--- src/shared/sps_map.vh ---
/*
 * Timing constants and reset values for the staged power switch sequencer.
 * Assumes a 50 MHz system clock; included by the sequencer by bare name.
 */
`ifndef SPS_MAP_VH
`define SPS_MAP_VH

// Clock rate in kHz
`define SPS_CLK_KHZ         50000
// Debounce interval in ms
`define SPS_DEBOUNCE_MS     25
// Fault timer after current limit in us
`define SPS_ILIM_US         100
// Power-good timer in ms
`define SPS_PGOOD_MS        10
// Bad-transistor timer in ms
`define SPS_FETBAD_MS       20
// Cool-off cycle count of the breaker timer
`define SPS_COOL_CYCLES     512
// Derived cycle counts
`define SPS_DEBOUNCE_CYC    (`SPS_DEBOUNCE_MS * `SPS_CLK_KHZ)
`define SPS_ILIM_CYC        ((`SPS_ILIM_US * `SPS_CLK_KHZ) / 1000)
`define SPS_PGOOD_CYC       (`SPS_PGOOD_MS * `SPS_CLK_KHZ)
`define SPS_FETBAD_CYC      (`SPS_FETBAD_MS * `SPS_CLK_KHZ)
// Default start-up window and breaker timer counts
`define SPS_STARTUP_DEF     32'd1000000
`define SPS_BREAKER_DEF     32'd500000

`endif

--- src/rtl/sps_sync.v ---
/*
 * Two-flop synchroniser for a bundle of asynchronous comparator levels.
 * Assumes the inputs are quasi-static levels from outside the clock domain.
 */
`timescale 1ns/1ps
`default_nettype none

module sps_sync #(
    parameter WIDTH = 12
) (
    input  wire             clock_i,
    input  wire             rst_i,
    input  wire [WIDTH-1:0] async_i,
    output wire [WIDTH-1:0] sync_o
);

    reg [WIDTH-1:0] meta_q;
    reg [WIDTH-1:0] sync_q;

    // First stage feeds only the second
    always @(posedge clock_i) begin
        if (rst_i) begin
            meta_q <= {WIDTH{1'b0}};
            sync_q <= {WIDTH{1'b0}};
        end else begin
            meta_q <= async_i;
            sync_q <= meta_q;
        end
    end

    assign sync_o = sync_q;

endmodule

`default_nettype wire

--- src/rtl/sps_sequencer.v ---
/*
 * Control sequencer of a two-stage supply switch: debounce, short check,
 * start-up gate, handover to bypass gate, power-good timing, fault latching.
 * Assumes comparator results arrive as asynchronous digital levels and that
 * rst_i is asserted while the supply is below undervoltage lockout.
 */
// Summary of operation
// - Both gates stay off until the supply lockout comparator reports good
// - Monitor input rising starts a 25 ms debounce before start-up
// - Drain-to-return below 1.3 V in debounce latches fault at debounce end
// - Clean debounce turns on the start-up gate
// - Start-up window timer starts together with the start-up gate
// - Start-up current limit for 100 us turns gate off and latches fault
// - Bypass gate turns on when start-up gate high and output near input
// - Start-up gate turns off when bypass gate high and drop under 100 mV
// - Start-up window timer clears on successful handover
// - Handover starts 10 ms power-good timer, then power good is released
// - Window expiry before power-good timer latches both gates off
// - Breaker threshold runs breaker timer; expiry turns bypass off, faults
// - Bypass current limit for 100 us turns bypass off and faults
// - After power good, drop or weak gate for 20 ms latches bypass off
// - Bad-transistor fault ignores monitor reset; only lockout clears it
// - Boost request selects doubled breaker and current-limit comparisons
// - Boost request also selects doubled drop threshold for bad-transistor
// - Monitor input below undervoltage threshold turns both gates off
// - After power good, output below 3.7 V turns bypass off and faults
// - Overcurrent turn-off of the bypass gate runs 512 cool-off cycles holding fault asserted
`timescale 1ns/1ps
`default_nettype none
`include "sps_map.vh"

module sps_sequencer #(
    parameter DEBOUNCE_CYC = `SPS_DEBOUNCE_CYC,
    parameter ILIM_CYC     = `SPS_ILIM_CYC,
    parameter PGOOD_CYC    = `SPS_PGOOD_CYC,
    parameter FETBAD_CYC   = `SPS_FETBAD_CYC,
    parameter COOL_CYCLES  = `SPS_COOL_CYCLES
) (
    input  wire        clock_i,
    input  wire        rst_i,
    input  wire        supply_uvlo_ok_i,
    input  wire        supply_monitor_on_i,
    input  wire        supply_monitor_uv_i,
    input  wire        supply_monitor_reset_i,
    input  wire        drain_short_i,
    input  wire        startup_ilim_i,
    input  wire        startup_gate_high_i,
    input  wire        out_within_1v_i,
    input  wire        bypass_gate_high_i,
    input  wire        drop_below_100mv_i,
    input  wire        drop_below_200mv_i,
    input  wire        breaker_10mv_i,
    input  wire        breaker_20mv_i,
    input  wire        bypass_ilim_15mv_i,
    input  wire        bypass_ilim_30mv_i,
    input  wire        out_below_3v7_i,
    input  wire        surge_boost_request_i,
    input  wire [31:0] startup_window_count_i,
    input  wire [31:0] breaker_count_i,
    output reg         startup_gate_enable_o,
    output reg         bypass_gate_enable_o,
    output wire        fault_n_o,
    output wire        fault_n_oe_o,
    output wire        power_good_out_o,
    output wire        power_good_out_oe_o,
    output wire [5:0]  state_o
);

    localparam [5:0] ST_IDLE     = 6'h01;
    localparam [5:0] ST_DEBOUNCE = 6'h02;
    localparam [5:0] ST_STARTUP  = 6'h04;
    localparam [5:0] ST_BYPASS   = 6'h08;
    localparam [5:0] ST_PGTIME   = 6'h10;
    localparam [5:0] ST_ON       = 6'h20;

    localparam [31:0] DEB_MAX  = DEBOUNCE_CYC;
    localparam [31:0] ILIM_MAX = ILIM_CYC;
    localparam [31:0] PG_MAX   = PGOOD_CYC;
    localparam [31:0] FB_MAX   = FETBAD_CYC;
    localparam [31:0] COOL_FULL = COOL_CYCLES;
    localparam [9:0]  COOL_MAX  = COOL_FULL[9:0];

    // Saturating increment shared by all timers
    function [31:0] inc32;
        input [31:0] v;
        begin
            inc32 = (v == 32'hffffffff) ? v : v + 32'h1;
        end
    endfunction

    // Synchronised comparator levels
    wire [15:0] sync_w;

    sps_sync #(
        .WIDTH (16)
    ) u_sync (
        .clock_i (clock_i),
        .rst_i   (rst_i),
        .async_i ({supply_uvlo_ok_i, supply_monitor_on_i, supply_monitor_uv_i,
                   supply_monitor_reset_i, drain_short_i, startup_ilim_i,
                   startup_gate_high_i, out_within_1v_i, bypass_gate_high_i,
                   drop_below_100mv_i, drop_below_200mv_i, breaker_10mv_i,
                   breaker_20mv_i, bypass_ilim_15mv_i, bypass_ilim_30mv_i,
                   out_below_3v7_i}),
        .sync_o  (sync_w)
    );

    wire uvlo_ok   = sync_w[15];
    wire mon_on    = sync_w[14];
    wire mon_uv    = sync_w[13];
    wire mon_rst   = sync_w[12];
    wire d_short   = sync_w[11];
    wire su_ilim   = sync_w[10];
    wire su_high   = sync_w[9];
    wire near_1v   = sync_w[8];
    wire by_high   = sync_w[7];
    wire drop_100  = sync_w[6];
    wire drop_200  = sync_w[5];
    wire brk_10    = sync_w[4];
    wire brk_20    = sync_w[3];
    wire ilim_15   = sync_w[2];
    wire ilim_30   = sync_w[1];
    wire out_low   = sync_w[0];

    // Boost selects doubled thresholds
    wire brk_hit   = surge_boost_request_i ? brk_20 : brk_10;
    wire ilim_hit  = surge_boost_request_i ? ilim_30 : ilim_15;
    wire drop_ok   = surge_boost_request_i ? drop_200 : drop_100;

    reg  [5:0]  state_q;
    reg  [31:0] deb_q;
    reg  [31:0] win_q;
    reg  [31:0] ilim_q;
    reg  [31:0] pg_q;
    reg  [31:0] fb_q;
    reg  [31:0] brk_q;
    reg         brk_dn_q;
    reg  [9:0]  cool_q;
    reg         cooling_q;
    reg         short_seen_q;
    reg         flt_q;
    reg         flt_bad_q;
    reg         pgood_q;

    wire latched   = flt_q | flt_bad_q;
    wire ilim_run  = (state_q == ST_STARTUP) ? su_ilim :
                     ((state_q == ST_BYPASS) || (state_q == ST_PGTIME) || (state_q == ST_ON)) ? ilim_hit : 1'b0;
    wire by_active = (state_q == ST_BYPASS) || (state_q == ST_PGTIME) || (state_q == ST_ON);
    wire ilim_exp  = ilim_run && (ilim_q >= ILIM_MAX - 32'h1);
    wire brk_exp   = by_active && brk_hit && (brk_q >= breaker_count_i - 32'h1);
    wire win_exp   = (state_q == ST_STARTUP || state_q == ST_BYPASS) &&
                     (win_q >= startup_window_count_i - 32'h1);
    wire fb_run    = (state_q == ST_ON) && (!drop_ok || !by_high);
    wire fb_exp    = fb_run && (fb_q >= FB_MAX - 32'h1);
    wire over_trip = by_active && (ilim_exp || brk_exp);
    wire out_trip  = (state_q == ST_ON) && out_low;

    // Main sequencing state machine
    always @(posedge clock_i) begin
        if (rst_i || !uvlo_ok) begin
            state_q               <= ST_IDLE;
            startup_gate_enable_o <= 1'b0;
            bypass_gate_enable_o  <= 1'b0;
            flt_q                 <= 1'b0;
            flt_bad_q             <= 1'b0;
            pgood_q               <= 1'b0;
            short_seen_q          <= 1'b0;
        end else if (!mon_on || mon_uv) begin
            // Undervoltage turns both gates off
            state_q               <= ST_IDLE;
            startup_gate_enable_o <= 1'b0;
            bypass_gate_enable_o  <= 1'b0;
            pgood_q               <= 1'b0;
            short_seen_q          <= 1'b0;
            if (mon_rst && !cooling_q) begin
                flt_q <= 1'b0;
            end
        end else begin
            case (state_q)
            ST_IDLE: begin
                if (!latched && !cooling_q) begin
                    state_q <= ST_DEBOUNCE;
                end
            end
            ST_DEBOUNCE: begin
                if (d_short) begin
                    short_seen_q <= 1'b1;
                end
                if (deb_q >= DEB_MAX - 32'h1) begin
                    if (short_seen_q || d_short) begin
                        flt_q   <= 1'b1;
                        state_q <= ST_IDLE;
                    end else begin
                        startup_gate_enable_o <= 1'b1;
                        state_q               <= ST_STARTUP;
                    end
                end
            end
            ST_STARTUP: begin
                if (ilim_exp || win_exp) begin
                    startup_gate_enable_o <= 1'b0;
                    flt_q                 <= 1'b1;
                    state_q               <= ST_IDLE;
                end else if (su_high && near_1v) begin
                    bypass_gate_enable_o <= 1'b1;
                    state_q              <= ST_BYPASS;
                end
            end
            ST_BYPASS: begin
                if (over_trip || win_exp) begin
                    startup_gate_enable_o <= 1'b0;
                    bypass_gate_enable_o  <= 1'b0;
                    flt_q                 <= 1'b1;
                    state_q               <= ST_IDLE;
                end else if (by_high && drop_100) begin
                    startup_gate_enable_o <= 1'b0;
                    state_q               <= ST_PGTIME;
                end
            end
            ST_PGTIME: begin
                if (over_trip) begin
                    bypass_gate_enable_o <= 1'b0;
                    flt_q                <= 1'b1;
                    state_q              <= ST_IDLE;
                end else if (pg_q >= PG_MAX - 32'h1) begin
                    pgood_q <= 1'b1;
                    state_q <= ST_ON;
                end
            end
            ST_ON: begin
                if (over_trip || out_trip) begin
                    bypass_gate_enable_o <= 1'b0;
                    flt_q                <= 1'b1;
                    pgood_q              <= 1'b0;
                    state_q              <= ST_IDLE;
                end else if (fb_exp) begin
                    bypass_gate_enable_o <= 1'b0;
                    flt_bad_q            <= 1'b1;
                    pgood_q              <= 1'b0;
                    state_q              <= ST_IDLE;
                end
            end
            default: begin
                state_q               <= ST_IDLE;
                startup_gate_enable_o <= 1'b0;
                bypass_gate_enable_o  <= 1'b0;
            end
            endcase
        end
    end

    // Interval timers, each cleared outside its phase
    always @(posedge clock_i) begin
        if (rst_i) begin
            deb_q  <= 32'h0;
            win_q  <= 32'h0;
            ilim_q <= 32'h0;
            pg_q   <= 32'h0;
            fb_q   <= 32'h0;
        end else begin
            deb_q  <= (state_q == ST_DEBOUNCE) ? inc32(deb_q) : 32'h0;
            win_q  <= (state_q == ST_STARTUP || state_q == ST_BYPASS) ? inc32(win_q) : 32'h0;
            ilim_q <= ilim_run ? inc32(ilim_q) : 32'h0;
            pg_q   <= (state_q == ST_PGTIME) ? inc32(pg_q) : 32'h0;
            fb_q   <= fb_run ? inc32(fb_q) : 32'h0;
        end
    end

    // Breaker timer counts up over threshold, down below; then cool-off
    always @(posedge clock_i) begin
        if (rst_i) begin
            brk_q     <= 32'h0;
            brk_dn_q  <= 1'b0;
            cool_q    <= 10'h0;
            cooling_q <= 1'b0;
        end else if (over_trip || out_trip) begin
            // Output collapse is an overcurrent turn-off as well
            brk_q     <= breaker_count_i;
            brk_dn_q  <= 1'b1;
            cool_q    <= 10'h0;
            cooling_q <= 1'b1;
        end else if (cooling_q) begin
            if (brk_dn_q) begin
                brk_q <= (brk_q == 32'h0) ? 32'h0 : brk_q - 32'h1;
                if (brk_q == 32'h0) begin
                    brk_dn_q <= 1'b0;
                    // First ramp-down, then COOL_MAX full up/down cycles
                    if (cool_q == COOL_MAX) begin
                        cooling_q <= 1'b0;
                    end else begin
                        cool_q <= cool_q + 10'h1;
                    end
                end
            end else begin
                brk_q <= inc32(brk_q);
                if (brk_q >= breaker_count_i - 32'h1) begin
                    brk_dn_q <= 1'b1;
                end
            end
        end else if (by_active && brk_hit) begin
            brk_q <= inc32(brk_q);
        end else if (brk_q != 32'h0) begin
            brk_q <= brk_q - 32'h1;
        end
    end

    // Open-drain outputs: fault pulls low, power good released when good
    assign fault_n_o           = 1'b0;
    assign fault_n_oe_o        = latched | cooling_q;
    assign power_good_out_o    = 1'b0;
    assign power_good_out_oe_o = !pgood_q;
    assign state_o             = state_q;

endmodule

`default_nettype wire

--- config.mk ---
export PLATFORM = sky130hd
export DESIGN_NAME = sps_sequencer
export DESIGN_NICKNAME = d
export VERILOG_FILES = /design/src/rtl/sps_sync.v /design/src/rtl/sps_sequencer.v
export VERILOG_INCLUDE_DIRS = /design/src /design/src/shared
export SDC_FILE = /design/constraint.sdc
export NUM_CORES = 1
export LEC_CHECK = 0
export ABC_AREA = 1
export ABC_CLOCK_PERIOD_IN_PS = 9400
export BUFFER_PORTS_ARGS = -buffer_cell sky130_fd_sc_hd__clkbuf_2
export CORE_MARGIN = 3
export CORE_UTILIZATION = 56
export DETAILED_ROUTE_END_ITERATION = 8
export PLACE_DENSITY = 0.75
export SLEW_MARGIN = 20
export SYNTH_ARGS = -nofsm -noshare
export SYNTH_HDL_FRONTEND = slang
export SYNTH_HIERARCHICAL = 1
export SYNTH_SLANG_ARGS = --single-unit
--- constraint.sdc ---
create_clock -name clock_i -period 9.4 [get_ports clock_i]
set_input_delay 1.41 -clock clock_i [delete_from_list [all_inputs] [get_ports clock_i]]
set_output_delay 1.41 -clock clock_i [all_outputs]
set_load 0.05 [all_outputs]
==> results of run 1 <==
==> stage by stage <==
stage                     hold WS (ns)  setup slack, ns
after floorplan                  0.388             4.63
after global placement           0.389             3.40
after detailed placement         0.392             3.29
after CTS                        0.400             3.87
after global routing             0.422             3.37
final                            0.396             3.73
==> placed cells by master, fill, tap and decap left out, drive strengths merged, types with 4 or more instances in the layout <==
cell type  Yosys  layout
nor3         129     129
or2           20      20
a22oi          8       8
xnor2         37      37
xor2         129     129
nand3b         4       4
nor2         403     403
bufinv         0       8
clkinv         1       8
inv          455     456
dfxtp        248     248
o21ai        145     145
clkinvlp       0       4
nor4          43      43
nand3        162     162
buf           27       8
ha            75      75
a21o           4       4
a31oi         12      12
a21oi        150     150
o211ai        15      15
nor3b          8       8
nand4         89      89
nand2        674     674
clkbuf        31     126
==> sequential cells by signal, summed over array words and instances (netlist names) <==
signal / flops
cool_q: 10
deb_q: 32
ilim_q: 32
brk_q: 32
fb_q: 32
pgood_q: 1
flt_q: 1
win_q: 32
u_sync/meta_q: 16
bypass_gate_enable_o: 1
state_o: 6
cooling_q: 1
startup_gate_enable_o: 1
pg_q: 32
brk_dn_q: 1
u_sync/sync_o: 16
short_seen_q: 1
flt_bad_q: 1
==> area by class of cell <==
class	count	area, sq um	share of cell area, %
tap	402	503	2.52
inverter	456	1710	8.59
clock buffer	34	774	3.88
multi-input combinational	2130	11100	55.9
antenna	1	2.50	0.0125
sequential	248	4960	24.9
clock inverter	20	325	1.63
timing repair buffer	100	520	2.61
==> report_power, final <==
group	internal, uW	total, uW	leakage, uW	switching, uW
Sequential	1110	1250	0.00201	135
Clock	810	1290	0.000527	484
Combinational	405	1160	0.00656	759
Total	2330	3700	0.00909	1380
==> critical path: stages <==
cell	delay, ns
clkbuf_2	0.08
inv_1	0.12
ha_1	0.20
nand2_1	0.11
nor2_2	0.18
nand3_1	0.14
nor3_1	0.28
nand4_1	0.28
nor3_2	0.22
nand3_1	0.15
nor3_1	0.22
xor2_1	0.17
inv_1	0.06
ha_1	0.17
a21oi_1	0.13
o21ai_0	0.09
nand2_1	0.07
nand2_1	0.04
a21oi_1	0.12
nand2_1	0.21
a21oi_4	0.32
nand2_8	0.25
inv_4	0.35
nand3_2	0.13
o21ai_4	0.41
nor2_1	0.10
==> routing by layer <==
metal | part of all wire, % | global-route usage (%) | vias to the layer above
met4 | 2.9 | 8.79 | 0
met2 | 44 | 46.5 | 661
li1 | - | - | 9479
met3 | 7.1 | 3.85 | 103
met5 | 0 | 0 | -
met1 | 46 | 39.7 | 8397
==> final timing paths <==
path	endpoint	slack (ns)	cells after the start
worst min register to register	u_sync/sync_o[2]	0.40	2
worst max register to register	brk_q[18]	5.39	12
worst min-delay path	u_sync/sync_o[2]	0.40	2
worst max-delay path	brk_q[18]	3.73	26
==> logic make-up after synthesis <==
group	after synthesis	share of synthesized area (%)
and+or+nand+nor	1535	37.6
muxes	1	0.0621
buffers and inverters	514	11.2
xor gates and xnor gates	166	8.02
DFF	248	27.4
adders and majority gates	75	5.17
other	1	0.0207
AOI/OAI and AO/OA	351	10.5
==> flow_summary.yaml, run 1 <==
logic_synthesis:
  ys_warn_count: 6
  synthCells: 2891
  synth_edf_count: 0
  yosysMostFrequentCell: "nand2_1"
  synthFlopType: "dfxtp_1"
  synth.avg_cell_area_sq_um: 6.27
  yosys.area.top_type: "dfxtp_1"
  synthArstFlopShare_pct: 0
  ys_types: 61
  syn_area_sq_mm: 0.0181
  synth_top_cells_by_area: "dfxtp_1 (27%), nand2_1 (14%), inv_1 (9.3%), nor2_1 (8.0%), xor2_1 (6.2%)"
  yosysSeqAreaShare_pct: 27.4
  synth_top_area_share_pct: 27.4
  synth_common_cells: "nand2_1 (664), inv_1 (451), nor2_1 (387)"
  ys_ff_latch: 248
worst_hold_path:
  min_path_type: "reg -> reg"
  min_from: "u_sync/meta_q[2]"
detailed_routing:
  post_drt_wl_per_cell_microns: 15.0
  dr.pass1.iters: 5
  drcViolationCount: 0
  viasPerCell: 5.50
  wl_microns: 50800
  drt_iter0_markers: 1583
  vias: 18640
  ant_nets: 0
sta:
  hold_viol: 0
  period_share_pct: 60.3
  finalCriticalPeriod_ns: 5.67
  fmax_mhz: 176
  finalMaxSlewViolations: 0
  setup_tns_ns: 0
  relSlewSlack_pct: 23.3
  skew_ns: 0.0125
  setup_viol: 0
  grt_setup_unrepaired: "no"
  worst_slew_pin_slew_ns: 1.15
power:
  p_leak_uw: 0.00909
  p_total_uw: 3700
  power_per_cell_area_mw_per_mm2: 186
  ir_drop_mv: 0.151
clock_network:
  cts_hold_buf: 0
  path_clk_slew_ns: 0.06
  clk_latency_ns: 0.56
  cts.sink_count: 248
  cts_root_buf: "clkbuf_16"
  numCtsBuffers: 29
  cts_tree: "done"
  clk_path_buf_depth: 3
  ctsResizeCount: 0
  cts_htree_levels: 1
  postCtsSetupRepairBufs: 0
final_layout:
  post-route-util_pct: 62.9
  layout-drive-gt1-share_pct: 7.60
  fin_area_sq_mm: 0.0199
  num-fill-cells: 3015
  nNetsFinal: 3123
  fin_cells: 3391
  area_delta_synth_final_pct: 10.0
setup_path:
  crit_path_end_kind: "flop"
  cp_data_arrival_time_ns: 6.09
  critPathLaunchType: "primary input"
  crit_start: "breaker_count_i[0]"
  crit_fanout: 41
  worst-setup-path-type: "in -> reg"
  r2r-start: "state_o[3]"
  worstPathRequired_ns: 9.82
global_routing:
  track_usage_pct: 28.6
  grt_pass1_wl_microns: 82400
  antenna_found_initial: 0
  grt_pass1_vias: 17017
  grt-ovfl-total: 0
  grt_start_max_net_pins: 57
job:
  maxCapViolCount: 0
place:
  dp.cells: 3336
  dp_hpwl_microns: 38500
  port_buffers: 92
  postPlaceCellArea_sq_mm: 0.0188
  gp_congestion: 0.949
die:
  start_util_pct: 57.2
  rows: 65
  die_x_microns: 186
  coreArea_sq_mm: 0.0317
  ios: 95
  dieArea_sq_mm: 0.0346
  dieHeight_microns: 186
status:
  outcome: "finished, final reports clean"
Power figures use the tool's default switching activity.
==> run 2, diff against run 1 <==
--- a/config.mk
+++ b/config.mk
@@ -6,13 +6,13 @@
 export SDC_FILE = /design/constraint.sdc
 export NUM_CORES = 1
 export LEC_CHECK = 0
-export ABC_AREA = 1
-export ABC_CLOCK_PERIOD_IN_PS = 9400
+export ABC_AREA = 0
+export ABC_CLOCK_PERIOD_IN_PS = 5000
 export BUFFER_PORTS_ARGS = -buffer_cell sky130_fd_sc_hd__clkbuf_2
 export CORE_MARGIN = 3
 export CORE_UTILIZATION = 56
 export DETAILED_ROUTE_END_ITERATION = 8
-export PLACE_DENSITY = 0.75
+export PLACE_DENSITY = 0.78
 export SLEW_MARGIN = 20
 export SYNTH_ARGS = -nofsm -noshare
 export SYNTH_HDL_FRONTEND = slang
==> constraint.sdc (replaced) <==
create_clock -name clock_i -period 5 [get_ports clock_i]
set_input_delay 0.75 -clock clock_i [delete_from_list [all_inputs] [get_ports clock_i]]
set_output_delay 0.75 -clock clock_i [all_outputs]
set_load 0.05 [all_outputs]
==> flow_summary.yaml, run 2 <==
logic_synthesis:
  synth-compound-area-share_pct: 13.5
  synthFlopType: "dfxtp_1"
  ys_types: 79
  syn_area_sq_mm: 0.0151
  synth-xor-area-share_pct: 11.9
  synth-adder-area-share_pct: 6.23
  synthArstFlopShare_pct: 0
  synth_top_cells_by_area: "dfxtp_1 (33%), nor2_1 (6.3%), ha_1 (6.2%), xor2_1 (6.0%), xnor2_1 (5.9%)"
  synth_top_area_share_pct: 33.0
  synth_common_cells: "nor2_1 (254), dfxtp_1 (248), nand2_1 (149)"
  synthCells: 1888
  yosysSeqAreaShare_pct: 33.0
  synth-simple-area-share_pct: 31.3
  yosys.area.top_type: "dfxtp_1"
  synthMuxAreaShare_pct: 0.890
  synth_top_family_by_area: "simple AND/OR/NAND/NOR gates"
  synth.avg_cell_area_sq_um: 7.97
  yosysMostFrequentCell: "nor2_1"
  synth_edf_count: 0
  ys_warn_count: 6
  ys_ff_latch: 248
final_layout:
  antenna_cells: 0
  fin_cells: 2316
  area_delta_synth_final_pct: 11.6
  final_cell_mix: "nor2_1 (254), dfxtp_1 (248), nand2_1 (147)"
  layout_commonest_cell: "nor2_1"
  nNetsFinal: 2119
  fin_area_sq_mm: 0.0168
  layout-drive-gt1-share_pct: 9.69
clock_network:
  ctsResizeCount: 0
  path_clk_slew_ns: 0.06
  numCtsBuffers: 27
  cts_hold_buf: 0
  clk_latency_ns: 0.54
  postCtsSetupRepairBufs: 0
  cts_htree_levels: 1
  cts_root_buf: "clkbuf_16"
  clk_path_buf_depth: 3
  cts.sink_count: 248
  cts_tree: "done"
sta:
  relSlewSlack_pct: 29.2
  fmax_mhz: 221
  period_share_pct: 90.3
  finalMaxSlewViolations: 0
  worst_slew_pin_slew_ns: 1.05
  grt_setup_unrepaired: "no"
  hold_viol: 0
  finalCriticalPeriod_ns: 4.51
  setup_viol: 0
  timing.hold.ws_ns: 0.422
  setup_tns_ns: 0
  skew_ns: 0.0122
  setup_ws_ns: 0.485
global_routing:
  grt_pass1_vias: 13238
  grt_pass1_wl_microns: 63400
  track_usage_pct: 25.8
  antenna_found_initial: 0
  grt_start_max_net_pins: 47
  grt-ovfl-total: 0
setup_path:
  worstPathRequired_ns: 5.46
  crit_path_end_kind: "flop"
  critPathLaunchType: "primary input"
  cp_data_arrival_time_ns: 4.97
  worst-setup-path-type: "in -> reg"
  crit_fanout: 8
die:
  die_x_microns: 170
  coreArea_sq_mm: 0.0262
  ios: 95
  dieArea_sq_mm: 0.0289
  rows: 59
  dieHeight_microns: 170
  start_util_pct: 57.4
power:
  seqPwrFrac_pct: 39.5
  p_sw_uw: 1870
  internal_power_uw: 4120
  clockPowerShare_pct: 36.6
  power_per_cell_area_mw_per_mm2: 356
  ir_drop_mv: 0.356
  p_comb_share_pct: 23.9
  p_leak_uw: 0.00585
  p_sw_share_pct: 31.2
worst_hold_path:
  min_path_type: "in -> reg"
detailed_routing:
  ant_nets: 0
  drt_iter0_markers: 1029
  post_drt_wl_per_cell_microns: 16.6
  drcViolationCount: 0
  wl_microns: 38400
  dr.pass1.iters: 5
  viasPerCell: 6.13
  vias: 14204
place:
  dp_hpwl_microns: 27700
  place_ws_ns: -0.00593
  postPlaceCellArea_sq_mm: 0.0158
  dp.cells: 2267
  port_buffers: 92
  gp_congestion: 0.983
status:
  outcome: "finished, final reports clean"
job:
  maxCapViolCount: 0
==> run 2: cell count changes after synthesis, moves of 52 or more <==
cell,previous run,this run
a21oi_1,149,88
nand2_1,664,149
nand3_1,156,104
inv_1,451,37
o21ai_0,139,78
xnor2_1,37,101
nor2_1,387,254
==> run 2: metal layers <==
metal | global-route usage [%] | share of wire [%]
met5 | 0 | 0
met4 | 7.23 | 2.7
met3 | 3.16 | 6.6
met2 | 43.4 | 46
met1 | 35.2 | 44
==> run 2: cells by family after synthesis <==
| logic type | count (synthesis) |
|---|---|
| flip-flops | 248 |
| XOR/XNOR | 204 |
| other | 1 |
| AND/OR/NAND/NOR | 926 |
| adder cells (fa/ha/maj) | 75 |
| AO/OA/AOI/OAI | 309 |
| multiplexers | 13 |
| buffers and inverters | 112 |
==> run 2: layout make-up <==
cell class                 instances  area (sq um)
timing repair buffer             117           661
fill                            2293          9410
sequential                       248          4960
tap                              335           419
multi-input combinational       1529          9630
clock inverter                    12           219
clock buffer                      37           763
inverter                          38           143
==> run 2: worst paths after layout <==
path	from	end	slack [ns]	cells after the start
max reg2reg	brk_q[0]	brk_q[26]	1.49	11
max	breaker_count_i[3]	state_o[0]	0.49	20
min	supply_monitor_uv_i	u_sync/meta_q[13]	0.42	2
min reg2reg	u_sync/meta_q[6]	u_sync/sync_o[6]	0.43	1
==> run 2: worst max-delay path, cell delays in order <==
cell	delay [ns]
clkbuf_2	0.11
nor3_1	0.24
nand3_1	0.17
or2_2	0.35
nor4_1	0.18
buf_4	0.21
nand4_1	0.20
nand2b_1	0.25
nor3_1	0.20
xnor2_1	0.10
ha_1	0.30
nand4_1	0.17
nor4_1	0.45
and2_1	0.21
a211oi_1	0.07
buf_4	0.18
buf_4	0.17
a211oi_1	0.36
o21ai_0	0.15
a31oi_1	0.17
==> run 2: stage by stage <==
step	utilization (%)	power [uW]
6_report	64.1	5990
2_1_floorplan	-	3430
3_5_place_dp	60.3	3790
4_1_cts	64.1	5990
3_3_place_gp	60.3	3750
5_1_grt	64.1	6280
==> run 2: power groups by stage <==
| stage | clock, uW | sequential, uW | combinational [uW] |
|---|---|---|---|
| final | 2190 | 2360 | 1430 |
| after global routing | 2300 | 2390 | 1580 |
| after CTS | 2230 | 2350 | 1400 |
| after detailed placement | 0 | 2400 | 1390 |
| after global placement | 0 | 2390 | 1360 |
| after floorplan | 0 | 2250 | 1180 |
==> run 3, diff against run 2 <==
--- a/config.mk
+++ b/config.mk
@@ -12,7 +12,7 @@
 export CORE_MARGIN = 3
 export CORE_UTILIZATION = 56
 export DETAILED_ROUTE_END_ITERATION = 8
-export PLACE_DENSITY = 0.78
+export PLACE_DENSITY = 0.86
 export SLEW_MARGIN = 20
 export SYNTH_ARGS = -nofsm -noshare
 export SYNTH_HDL_FRONTEND = slang
==> flow_summary.yaml, run 3 (synthesized netlist as in run 2, its figures left out) <==
status:
  outcome: "finished, final reports clean"
sta:
  setup_viol: 0
  setup_ws_ns: 0.393
  setup_tns_ns: 0
  worst_slew_pin_slew_ns: 1.04
  timing.hold.ws_ns: 0.429
  relSlewSlack_pct: 30.6
  grt_setup_unrepaired: "no"
  finalMaxSlewViolations: 0
  skew_ns: 0.0119
  finalCriticalPeriod_ns: 4.61
  period_share_pct: 92.1
  hold_viol: 0
  fmax_mhz: 217
die:
  dieHeight_microns: 170
  start_util_pct: 57.4
  coreArea_sq_mm: 0.0262
  ios: 95
  dieArea_sq_mm: 0.0289
  rows: 59
  die_x_microns: 170
clock_network:
  cts_htree_levels: 1
  cts_root_buf: "clkbuf_16"
  cts_tree: "done"
  clk_latency_ns: 0.53
  path_clk_slew_ns: 0.06
  ctsResizeCount: 0
  clk_path_buf_depth: 3
  cts.sink_count: 248
  numCtsBuffers: 27
  cts_hold_buf: 0
  postCtsSetupRepairBufs: 0
power:
  power_per_cell_area_mw_per_mm2: 346
  p_leak_uw: 0.00576
  ir_drop_mv: 0.212
final_layout:
  layout-drive-gt1-share_pct: 9.22
  final_cell_mix: "nor2_1 (254), dfxtp_1 (248), nand2_1 (148)"
  post-route-util_pct: 63.5
  fin_cells: 2309
  layout_commonest_cell: "nor2_1"
  area_delta_synth_final_pct: 10.6
  nNetsFinal: 2113
  antenna_cells: 0
detailed_routing:
  dr.pass1.iters: 5
  ant_nets: 0
  post_drt_wl_per_cell_microns: 16.6
  drcViolationCount: 0
  wl_microns: 38300
  viasPerCell: 6.19
  drt_iter0_markers: 1364
  vias: 14295
place:
  port_buffers: 92
  dp_hpwl_microns: 27800
  gp_congestion: 0.981
  place_ws_ns: -0.0247
  dp.cells: 2261
setup_path:
  worst-setup-path-type: "in -> reg"
  cp_slowest_cell: "a2111oi_0"
  crit_fanout: 13
  crit_path_end_kind: "flop"
  cp_cell_sequence: "clkbuf_2 > nor3_1 > nand3_1 > or2_2 > nor4_1 > buf_4 > nand2_1 > nor2_1 > xnor2_1 > ha_1 > a211oi_1 > nor2_1 > a2111oi_0 > o21ai_0 > a211oi_1 > buf_4 > nand3_1 > nor2_1 > buf_4 > a32o_1"
  worstPathRequired_ns: 5.46
  critPathLaunchType: "primary input"
  slowest_delay_ns: 0.60
  cp_data_arrival_time_ns: 5.07
worst_hold_path:
  min_path_type: "in -> reg"
global_routing:
  grt_start_max_net_pins: 46
  grt_pass1_vias: 13305
  track_usage_pct: 25.9
  grt_pass1_wl_microns: 64100
  grt-ovfl-total: 0
  antenna_found_initial: 0
job:
  maxCapViolCount: 0
==> run 3: changes by cell type in the layout (fill, tap and decap cells not counted), sizes merged <==
cell / change
buf: -6
inv: +1
bufinv: -3
clkinv: +2
clkbuf: -2
clkinvlp: +1
==> run 3: area by class of cell <==
class | instances | area [sq um]
sequential | 248 | 4960
inverter | 38 | 143
clock buffer | 35 | 716
tap | 335 | 419
clock inverter | 13 | 155
fill | 2255 | 9560
multi-input combinational | 1529 | 9630
timing repair buffer | 111 | 616
==> run 3: through the flow <==
stage               power [uW]  cell area [sq um]
finish                    5760              16600
global route              6050              16600
CTS                       5750              16600
detailed placement        3780              15800
global placement          3740              15800
floorplan                 3430              15100
==> run 3: worst max-delay path: cells and delay by family <==
| family | cells | cell delay (ns) |
|---|---|---|
| XOR/XNOR | 1 | 0.16 |
| AND/OR/NAND/NOR | 9 | 1.50 |
| adder cells (fa/ha/maj) | 1 | 0.28 |
| AO/OA/AOI/OAI | 5 | 1.58 |
| buffers and inverters | 4 | 0.78 |
==> run 3: worst paths after layout <==
path                                          start           endpoint  slack (ns)  depth (start not counted)
worst min-delay path            supply_monitor_on_i  u_sync/meta_q[14]        0.43                          2
worst max-delay path             breaker_count_i[3]          brk_q[13]        0.39                         20
worst min register to register     u_sync/meta_q[5]   u_sync/sync_o[5]        0.44                          1
worst max register to register            brk_q[14]          brk_q[19]        1.13                          8
==> run 3: report_power, final <==
group	total (uW)	internal (uW)	switching [uW]
Sequential	2380	2100	277
Clock	1950	1170	789
Combinational	1420	634	790
==> run 3: routing by layer <==
| layer | up-vias | routed length [microns] | global-route usage [%] |
|---|---|---|---|
| met2 | 569 | 17500 | 42.8 |
| met3 | 105 | 2610 | 3.48 |
| met5 | - | 0 | 0 |
| met4 | 0 | 1200 | 8.36 |
| met1 | 6656 | 17000 | 35.3 |
| li1 | 6965 | - | - |
